===== src/include/fsi_defs.svh =====
`ifndef FSI_DEFS_SVH
`define FSI_DEFS_SVH

// Register addresses on the parallel control port
`define FSI_ALARM_STATUS_ADDR 8'h06
`define FSI_TIMING_STATUS_ADDR 8'h07
`define FSI_ALARM_MASK_ADDR 8'h16
`define FSI_TIMING_MASK_ADDR 8'h17

// Bit positions in timing_event_status and timing_interrupt_mask
`define FSI_BIT_RX_MF 7
`define FSI_BIT_RX_AF 6
`define FSI_BIT_TX_MF 5
`define FSI_BIT_SEC 4
`define FSI_BIT_TX_AF 3
`define FSI_BIT_TX_CLK_LOST 2
`define FSI_BIT_RX_CRC_MF 1
`define FSI_BIT_TX_SLIP 0
// Bit position in alarm_status and alarm_interrupt_mask
`define FSI_BIT_RX_SLIP 4

// Reset values
`define FSI_MASK_RESET 8'h00
`define FSI_STATUS_RESET 8'h00

// Timing
`define FSI_CLK_MHZ 40
`define FSI_CHANNEL_TIME_NS 3900
`define FSI_FAST_TIMER_US 62500
`define FSI_CRC_MF_US 2000
`define FSI_FAST_PER_SECOND 16
`define FSI_LOST_CYCLES ((`FSI_CHANNEL_TIME_NS * `FSI_CLK_MHZ) / 1000)
`define FSI_FAST_CYCLES (`FSI_FAST_TIMER_US * `FSI_CLK_MHZ)
`define FSI_CRC_MF_CYCLES (`FSI_CRC_MF_US * `FSI_CLK_MHZ)

`endif


===== src/include/fsi_pkg.sv =====
package fsi_pkg;

  typedef struct packed {
    logic [7:0] addr;
    logic [7:0] wdata;
    logic wr;
    logic rd;
  } fsi_bus_s;

  typedef struct packed {
    logic rx_mf;
    logic rx_af;
    logic tx_mf;
    logic tx_af;
    logic rx_crc_mf;
    logic tx_slip;
  } fsi_events_s;

  typedef struct packed {
    logic [7:0] timing_status;
    logic [7:0] alarm_status;
    logic [7:0] alarm_mask;
    logic [7:0] timing_mask;
    logic [7:0] rdata;
    logic [1:0] tx_line_clock_sync;
    logic tx_line_clock_prev;
    logic [7:0] lost_cnt;
    logic [3:0] fast_cnt;
    logic irq;
  } fsi_state_s;

  typedef struct packed {
    logic [31:0] cnt;
    logic tick;
  } fsi_tick_state_s;

endpackage


===== src/rtl/fsi_period_tick.sv =====
`timescale 1ns/1ps
module fsi_period_tick
  import fsi_pkg::*;
#(
  parameter int unsigned PERIOD = 80000
)
(
  // Clock and reset
  input wire logic clk_i,
  input wire logic resetn_i,
  // Control and event
  input wire logic restart_i,
  output logic tick_o
);

  localparam logic [31:0] LAST = 32'(PERIOD - 1);

  fsi_tick_state_s s;
  fsi_tick_state_s next_s;

  if (PERIOD < 2) begin : g_bad_period
    $error("fsi_period_tick: PERIOD must be at least 2");
  end

  always_comb
  begin
    next_s = s;
    next_s.tick = 1'b0;
    if (restart_i)
    begin
      next_s.cnt = 32'h0;
    end
    else if (s.cnt == LAST)
    begin
      next_s.cnt = 32'h0;
      next_s.tick = 1'b1;
    end
    else
    begin
      next_s.cnt = s.cnt + 32'h1;
    end
  end

  always_ff @(posedge clk_i or negedge resetn_i)
  begin
    if (!resetn_i)
    begin
      s <= '0;
    end
    else
    begin
      s <= next_s;
    end
  end

  assign tick_o = s.tick;

endmodule // fsi_period_tick


===== src/rtl/fsi_status_irq.sv =====
// Operation
// RULE1: Each alarm_interrupt_mask bit lets the same alarm_status bit drive the interrupt when one and blocks it when zero, rx slip at bit 4.
// RULE2: Each timing_interrupt_mask bit lets the same timing_event_status bit drive the interrupt when one, clock-loss gate at bit 2.
// RULE3: Bit 6 is set at each receive align frame start, every 250 us, telling the host the spare bits are captured.
// RULE4: Bit 2 is set once the transmit line clock has not toggled for one channel time of about 3.9 us.
// RULE5: Bit 1 is set at each receive CRC4 multiframe boundary while CRC4 framing is on.
// RULE6: With CRC4 framing off, bit 1 is still set every 2 ms on a free-running boundary.
// RULE7: Bit 0 is set whenever the transmit elastic store repeats or deletes a frame.
// RULE8: Bit 4 marks error counter updates, once a second with control bit 7 clear and every 62.5 ms with it set.
// RULE9: Bit 4 of alarm_status is set whenever the receive elastic store repeats or deletes a frame.
// RULE10: Bits 7 and 5 are set at receive and transmit multiframe boundaries and bit 3 at each transmit align frame.
`timescale 1ns/1ps
`include "fsi_defs.svh"
module fsi_status_irq
  import fsi_pkg::*;
#(
  parameter int unsigned FAST_CYCLES = `FSI_FAST_CYCLES,
  parameter int unsigned CRC_MF_CYCLES = `FSI_CRC_MF_CYCLES
)
(
  // Clock and reset
  input wire logic clk_i,
  input wire logic resetn_i,
  // Parallel control port, same clock
  input wire fsi_bus_s bus_i,
  output logic [7:0] rdata_o,
  // Framer events, one-cycle pulses
  input wire fsi_events_s ev_i,
  input wire logic [7:0] alarm_event_i,
  // Configuration
  input wire logic crc4_enable_i,
  input wire logic common_control_two_fast_i,
  // Transmit line clock pin
  input wire logic tx_line_clock_i,
  // Interrupt and counter update mark
  output logic int_o,
  output logic counter_update_o
);

  localparam logic [7:0] LOST_LAST = 8'(`FSI_LOST_CYCLES - 1);
  localparam logic [3:0] FAST_LAST = 4'(`FSI_FAST_PER_SECOND - 1);

  if (`FSI_LOST_CYCLES < 2 || `FSI_LOST_CYCLES > 255) begin : g_bad_lost
    $error("fsi_status_irq: channel time count out of range");
  end

  fsi_state_s s;
  fsi_state_s next_s;
  logic fast_tick;
  logic free_mf_tick;
  logic tx_line_clock_edge;
  logic clk_lost;
  logic sec_evt;
  logic crc_evt;
  logic rd_alarm;
  logic rd_timing;
  logic [7:0] timing_set;

  fsi_period_tick #(
    .PERIOD(FAST_CYCLES)
  ) u_fast_tick (
    .clk_i(clk_i),
    .resetn_i(resetn_i),
    .restart_i(1'b0),
    .tick_o(fast_tick)
  );

  // Free boundary, held at zero while crc4_enable_i is high
  fsi_period_tick #(
    .PERIOD(CRC_MF_CYCLES)
  ) u_free_mf_tick (
    .clk_i(clk_i),
    .resetn_i(resetn_i),
    .restart_i(crc4_enable_i),
    .tick_o(free_mf_tick)
  );

  always_comb
  begin
    tx_line_clock_edge = s.tx_line_clock_sync[1] ^ s.tx_line_clock_prev;
    clk_lost = (s.lost_cnt == LOST_LAST) && !tx_line_clock_edge; // see RULE4
    sec_evt = fast_tick && (common_control_two_fast_i || s.fast_cnt == FAST_LAST); // see RULE8
    crc_evt = crc4_enable_i ? ev_i.rx_crc_mf : free_mf_tick; // see RULE5 see RULE6
    rd_alarm = bus_i.rd && bus_i.addr == `FSI_ALARM_STATUS_ADDR;
    rd_timing = bus_i.rd && bus_i.addr == `FSI_TIMING_STATUS_ADDR;
    timing_set = 8'h00;
    timing_set[`FSI_BIT_RX_MF] = ev_i.rx_mf; // see RULE10
    timing_set[`FSI_BIT_RX_AF] = ev_i.rx_af; // see RULE3
    timing_set[`FSI_BIT_TX_MF] = ev_i.tx_mf; // see RULE10
    timing_set[`FSI_BIT_SEC] = sec_evt;
    timing_set[`FSI_BIT_TX_AF] = ev_i.tx_af; // see RULE10
    timing_set[`FSI_BIT_TX_CLK_LOST] = clk_lost;
    timing_set[`FSI_BIT_RX_CRC_MF] = crc_evt;
    timing_set[`FSI_BIT_TX_SLIP] = ev_i.tx_slip; // see RULE7

    next_s = s;
    next_s.tx_line_clock_sync = {s.tx_line_clock_sync[0], tx_line_clock_i};
    next_s.tx_line_clock_prev = s.tx_line_clock_sync[1];
    if (tx_line_clock_edge)
    begin
      next_s.lost_cnt = 8'h00;
    end
    else if (s.lost_cnt != LOST_LAST)
    begin
      next_s.lost_cnt = s.lost_cnt + 8'h01;
    end
    if (fast_tick)
    begin
      next_s.fast_cnt = s.fast_cnt + 4'h1;
    end

    // Clear on read; a set in the same cycle wins
    next_s.timing_status = (rd_timing ? `FSI_STATUS_RESET : s.timing_status) | timing_set;
    next_s.alarm_status = (rd_alarm ? `FSI_STATUS_RESET : s.alarm_status) | alarm_event_i; // see RULE9

    if (bus_i.wr && bus_i.addr == `FSI_ALARM_MASK_ADDR)
    begin
      next_s.alarm_mask = bus_i.wdata;
    end
    if (bus_i.wr && bus_i.addr == `FSI_TIMING_MASK_ADDR)
    begin
      next_s.timing_mask = bus_i.wdata;
    end

    if (bus_i.rd)
    begin
      case (bus_i.addr)
        `FSI_ALARM_STATUS_ADDR: next_s.rdata = s.alarm_status;
        `FSI_TIMING_STATUS_ADDR: next_s.rdata = s.timing_status;
        `FSI_ALARM_MASK_ADDR: next_s.rdata = s.alarm_mask;
        `FSI_TIMING_MASK_ADDR: next_s.rdata = s.timing_mask;
        default: next_s.rdata = 8'h00;
      endcase
    end

    next_s.irq = |(next_s.alarm_status & next_s.alarm_mask) // see RULE1
      | |(next_s.timing_status & next_s.timing_mask); // see RULE2
  end

  always_ff @(posedge clk_i or negedge resetn_i)
  begin
    if (!resetn_i)
    begin
      s <= '0;
    end
    else
    begin
      s <= next_s;
    end
  end

  assign rdata_o = s.rdata;
  assign int_o = s.irq;
  assign counter_update_o = sec_evt;
endmodule // fsi_status_irq


===== config.mk =====
export PLATFORM = sky130hd
export DESIGN_NAME = fsi_status_irq
export DESIGN_NICKNAME = d
export VERILOG_FILES = /design/src/include/fsi_pkg.sv /design/src/rtl/fsi_period_tick.sv /design/src/rtl/fsi_status_irq.sv
export VERILOG_INCLUDE_DIRS = /design/src /design/src/include
export SDC_FILE = /design/constraint.sdc
export NUM_CORES = 1
export LEC_CHECK = 0
export ABC_AREA = 1
export BUFFER_PORTS_ARGS = -buffer_cell sky130_fd_sc_hd__buf_2
export CORE_UTILIZATION = 52
export CTS_BUF_LIST = sky130_fd_sc_hd__clkbuf_8
export DETAILED_ROUTE_END_ITERATION = 8
export GPL_ROUTABILITY_DRIVEN = 0
export PLACE_DENSITY_LB_ADDON = 0.15
export SLEW_MARGIN = 30
export SYNTH_ARGS = -nofsm -noshare
export SYNTH_HDL_FRONTEND = slang
export SYNTH_SLANG_ARGS = --single-unit

===== constraint.sdc =====
create_clock -name clk_i -period 2.7 [get_ports clk_i]
set_input_delay 0.54 -clock clk_i [delete_from_list [all_inputs] [get_ports clk_i]]
set_output_delay 0.54 -clock clk_i [all_outputs]
set_load 0.01 [all_outputs]

==> Yosys cells after proc, flatten, opt, wreduce, memory -nomap -nowiden <==
Cells that the tools add are included.
{ "word_totals": {"register_bits": 122, "latchBits": 0, "mem_bits_rw": 0, "mem_bits_ro": 0, "inputBits": 37, "out_inout_bits": 10, "wordCells": 58, "mem_count": 0} }
{ "classes": {"n_addsub": 4, "n_mul": 0, "n_div": 0, "magnitude_cmp": 0, "n_eq_ne": 9, "shift": 0, "muxes": 14, "bitwise_logic": 6, "reduce_logical": 11} }
{ "op_table": {"columns": ["op", "count"], "rows": [
  ["$mux 32", 3],
  ["$add 32x1->32 const B", 2],
  ["$mux 8", 6],
  ["$eq 32x17->1 const B", 1],
  ["$eq 32x22->1 const B", 1],
  ["$pmux 8 s4", 1],
  ["$and 8x8->8", 2],
  ["$eq 8x3->1 const B", 2],
  ["$eq 8x5->1 const B", 2],
  ["$or 8x8->8", 2],
  ["$reduce_or 8->1", 2],
  ["$add 8x1->8 const B", 1],
  ["$eq 8x8->1 const B", 1],
  ["$ne 8x8->1 const B", 1],
  ["$logic_and 1x1->1", 6],
  ["$add 4x1->4 const B", 1],
  ["$eq 4x4->1 const B", 1],
  ["$mux 1", 4],
  ["$reduce_bool 2->1", 1],
  ["$logic_not 1->1", 1],
  ["$logic_or 1x1->1", 1],
  ["$or 1x1->1", 1],
  ["$xor 1x1->1", 1]
]} }

==> Depth between registers and ports, before layout <==
{ "logic_depth": {"depth_word": 7, "ltp_mapped": 12} }

==> Modules after synthesis <==
Synthesis repeated with hierarchy kept, for this count alone.
{ "hier_totals": {"cells_unflattened": 944, "area_unflattened_um2": 7006.7} }
{ "modules_own_cells": {"columns": ["mod", "n_inst", "cells_per_inst", "area_each_um2", "seq_area_each_um2"], "rows": [
  ["fsi_status_irq", 1, 340, 2865.2, 1401.3],
  ["fsi_period_tick (u_fast_tick)", 1, 313, 2119.5, 825.8],
  ["fsi_period_tick (u_free_mf_tick)", 1, 291, 2021.9, 825.8]
]} }

==> Worst setup path after synthesis <==
OpenSTA, ideal clock, no wires.
{ "synth_path": {"kind": "input to register", "from": "input port bus_i[13] (netlist name)", "to": "register s, in the netlist int_o", "t_arrival_ns": 1.500, "required_time_ns": 2.581, "slack_ns": 1.081, "stages": 12, "path_buffers": 0, "cell_sequence": "inv_1 nand2_1 nor2_4 nand3_2 nand2_1 nand2_1 nand2_1 nand2_1 inv_1 nand2_1 nor2_1 nand2_1"} }
{ "synth_rtl": {"columns": ["item", "line", "text"], "rows": [
  ["from (decl)", "fsi_status_irq.sv:25", "input wire fsi_bus_s bus_i,"],
  ["to (signal assigned)", "fsi_status_irq.sv:148", "s <= next_s;"],
  ["to (decl)", "fsi_status_irq.sv:47", "fsi_state_s s;"]
]} }

==> Worst setup path after layout <==
{ "layout_path": {"from": "register s[1] (netlist name)", "to": "output port counter_update_o"} }
{ "layout_between": {"elab_chain_cells": 3} }
{ "layout_lines": {"columns": ["item", "line", "text"], "rows": [
  ["$eq 4x4->1", "fsi_status_irq.sv:82", "sec_evt = fast_tick && (common_control_two_fast_i || s.fast_cnt == FAST_LAST);"],
  ["$logic_or 1x1->1", "fsi_status_irq.sv:82", null],
  ["$logic_and 1x1->1", "fsi_status_irq.sv:82", null],
  ["to (decl)", "fsi_status_irq.sv:37", "output logic counter_update_o"]
]} }
No other way between the ends.

==> impl_metrics.json <==
{
  "coreArea_sq_um": 12000,
  "stdcell_count": 1014,
  "relSlewSlack": 0.626,
  "post-route-period-util": 0.737,
  "peakVddDrop_v": 0.000496,
  "synthDistinctLibCells": 43,
  "vias": 5250,
  "wl_microns": 13700,
  "cts_buffer_depth": 2,
  "viasPerCell": 5.18,
  "fin_setup_tns_ns": 0,
  "initial_core_util": 0.534,
  "cp-end-kind": "primary output",
  "syn_avg_cell_area_sq_um": 7.99,
  "worstSetupEndpoint": "counter_update_o",
  "ys_warn_count": 0,
  "slew_viol_final": 0,
  "cp_max_fo": 3,
  "drc": 0,
  "synth_area_sq_um": 6420,
  "place_inst": 981,
  "worstSetupPathType": "reg2out",
  "slowest_delay_ns": 0.41,
  "hold_viol_final": 0,
  "crit_cells": 6,
  "r2r-start": "u_fast_tick.s[1]$_DFF_PN0_",
  "yosysTopAreaCell": "dfrtp_1",
  "path_cells": "ha_1 > nand3_1 > nand2_1 > nand2_1 > inv_1 > buf_2",
  "layout_commonest_cell": "nand2_1",
  "rows": 40,
  "root_buffer": "clkbuf_8",
  "cellLeakagePower_nw": 3.58,
  "cts_resized": 0,
  "dpl.hpwl_microns": 10100,
  "drtIter0Drc": 382,
  "clk_latency_ns": 0.43,
  "wire_per_inst_microns": 13.5,
  "fmax_ghz": 0.502,
  "worst_pin_slew_ns": 0.561,
  "grt_pass1_vias": 5084,
  "yosys-top-cells-area": "dfrtp_1 (48%), nand2_1 (12%), inv_1 (6.5%), xor2_1 (5.3%), nor2_1 (5.0%)",
  "required_ns": 2.16,
  "h-tree-depth": 4,
  "r2r-end": "u_fast_tick.s[27]$_DFF_PN0_",
  "fp.dieH_microns": 113,
  "r2r_slack_ns": 0.80,
  "arrival_ns": 1.45,
  "die-area_sq_um": 12800,
  "antenna_found_initial": 1,
  "fin_worst_skew_ns": 0.0131,
  "synth_seq_cells": 122,
  "outcome": "completed",
  "finalSetupViolations": 0,
  "ant_nets": 0,
  "startpoint_type": "register",
  "slowest_stage": "dfrtp_1",
  "hold_path.class": "in2async",
  "cp_common_cell": "nand2_1",
  "grt_pass1_wl_microns": 23500,
  "overflow": 0,
  "cts.hold.buffers_added": 0,
  "power.density_nw_per_um2": 516,
  "die_w_microns": 113,
  "io_pins": 47,
  "cts_tree": "built",
  "nets": 894,
  "clock_sinks": 122,
  "netlist_instances": 803,
  "yosysSeqAreaShare": 0.476,
  "rsz0062_at_grt": "no",
  "postCtsSetupBuffers": 0,
  "finalCriticalPeriod_ns": 1.99,
  "setup.worst_path.start": "s[1]$_DFFE_PN0P_",
  "layout_common_cells": "nand2_1 (198), dfrtp_1 (122), inv_1 (118), nor2_1 (86), nand3_1 (52)",
  "ff2ff_path_depth": 10,
  "clk_pin_slew_ns": 0.07,
  "io_buffers": 46,
  "grt_usage": 0.234,
  "grt_max_degree": 78,
  "drive_above_1_share": 0.141,
  "synth_top_area_frac": 0.476,
  "firstDrtPassIters": 5,
  "cts-buffers-inserted": 17,
  "path_buf_inv": 2,
  "maxCapViolCount": 0,
  "synthesis.nets": 844,
  "cpLargestDelayFamily": "flip-flops",
  "syn2layout_area_growth_pct": 11.6
}
-- per-stage QoR --
stage	hold slack (ns)	util	instance area [sq um]	total power, mW	setup WS (ns)
floorplan	0.244	-	6420	2.01	1.08
global placement	0.334	0.563	6760	2.11	0.558
detailed placement	0.340	0.563	6760	2.12	0.550
CTS	0.139	0.596	7160	3.74	0.671
global route	0.126	0.597	7170	3.85	0.590
finish	0.127	0.597	7170	3.69	0.709
-- layout make-up --
cell class / instances / area, sq um
Tap cell: 147 / 184
Clock inverter: 13 / 138
Antenna cell: 1 / 2.50
Clock buffer: 19 / 262
Inverter: 120 / 450
Fill cell: 1118 / 4850
Multi-Input combinational cell: 542 / 2800
Sequential cell: 122 / 3050
Timing Repair Buffer: 50 / 275
-- cell families (layout without fill, tap and decap cells) --
group,after synthesis,after routing,share of synthesized area
simple gates,450,450,0.328
buf+inv,139,202,0.0881
flops,122,122,0.476
xor+xnor,45,45,0.0626
compound gates,41,41,0.0347
fa+ha+maj,4,4,0.00780
mux,2,2,0.00331
other cells,0,1,0
-- flip-flops by register name (all words and copies together) (netlist names) --
signal,flops
u_free_mf_tick.s,32
u_fast_tick.s,32
int_o,1
u_fast_tick.tick_o,1
next_s,2
u_free_mf_tick.tick_o,1
rdata_o,8
s,45
-- worst min-delay path by stage --
stage / slack, ns / start / to
2_1_floorplan: 0.24 / resetn_i / int_o$_DFF_PN0_
3_3_place_gp: 0.33 / next_s[15]$_DFF_PN0_ / next_s[13]$_DFF_PN0_
3_5_place_dp: 0.34 / next_s[15]$_DFF_PN0_ / next_s[13]$_DFF_PN0_
4_1_cts: 0.14 / resetn_i / s[11]$_DFFE_PN0N_
5_1_grt: 0.13 / resetn_i / s[9]$_DFFE_PN0N_
6_report: 0.13 / resetn_i / s[9]$_DFFE_PN0N_
-- cell usage after synthesis, drive strengths merged --
master,n
nand2,205
dfrtp,122
inv,119
nor2,100
nand3,60
xor2,39
nand4,38
nor3,33
o21ai,19
a21oi,18
buf,14
xnor2,6
clkbuf,5
ha,4
nor3b,4
or2,4
nor4,3
o21bai,2
a211oi,1
and2,1
clkinv,1
mux2,1
mux2i,1
nand3b,1
o2111a,1
or3,1
-- power breakdown --
group / internal (mW) / leakage, nW / total [mW] / switching, mW
registers: 1.86 / 1.60 / 1.89 / 0.0247
clock network: 0.938 / 0.219 / 1.62 / 0.678
logic: 0.0650 / 1.77 / 0.193 / 0.128
-- layer usage --
metal	global-route usage	wire (microns)	up-vias
li1	-	-	2634
met1	0.316	6270	2447
met2	0.360	6390	147
met3	0.0546	714	22
met4	0.109	304	0
met5	0	0	-
No activity file was read; power rests on OpenSTA's default activity.
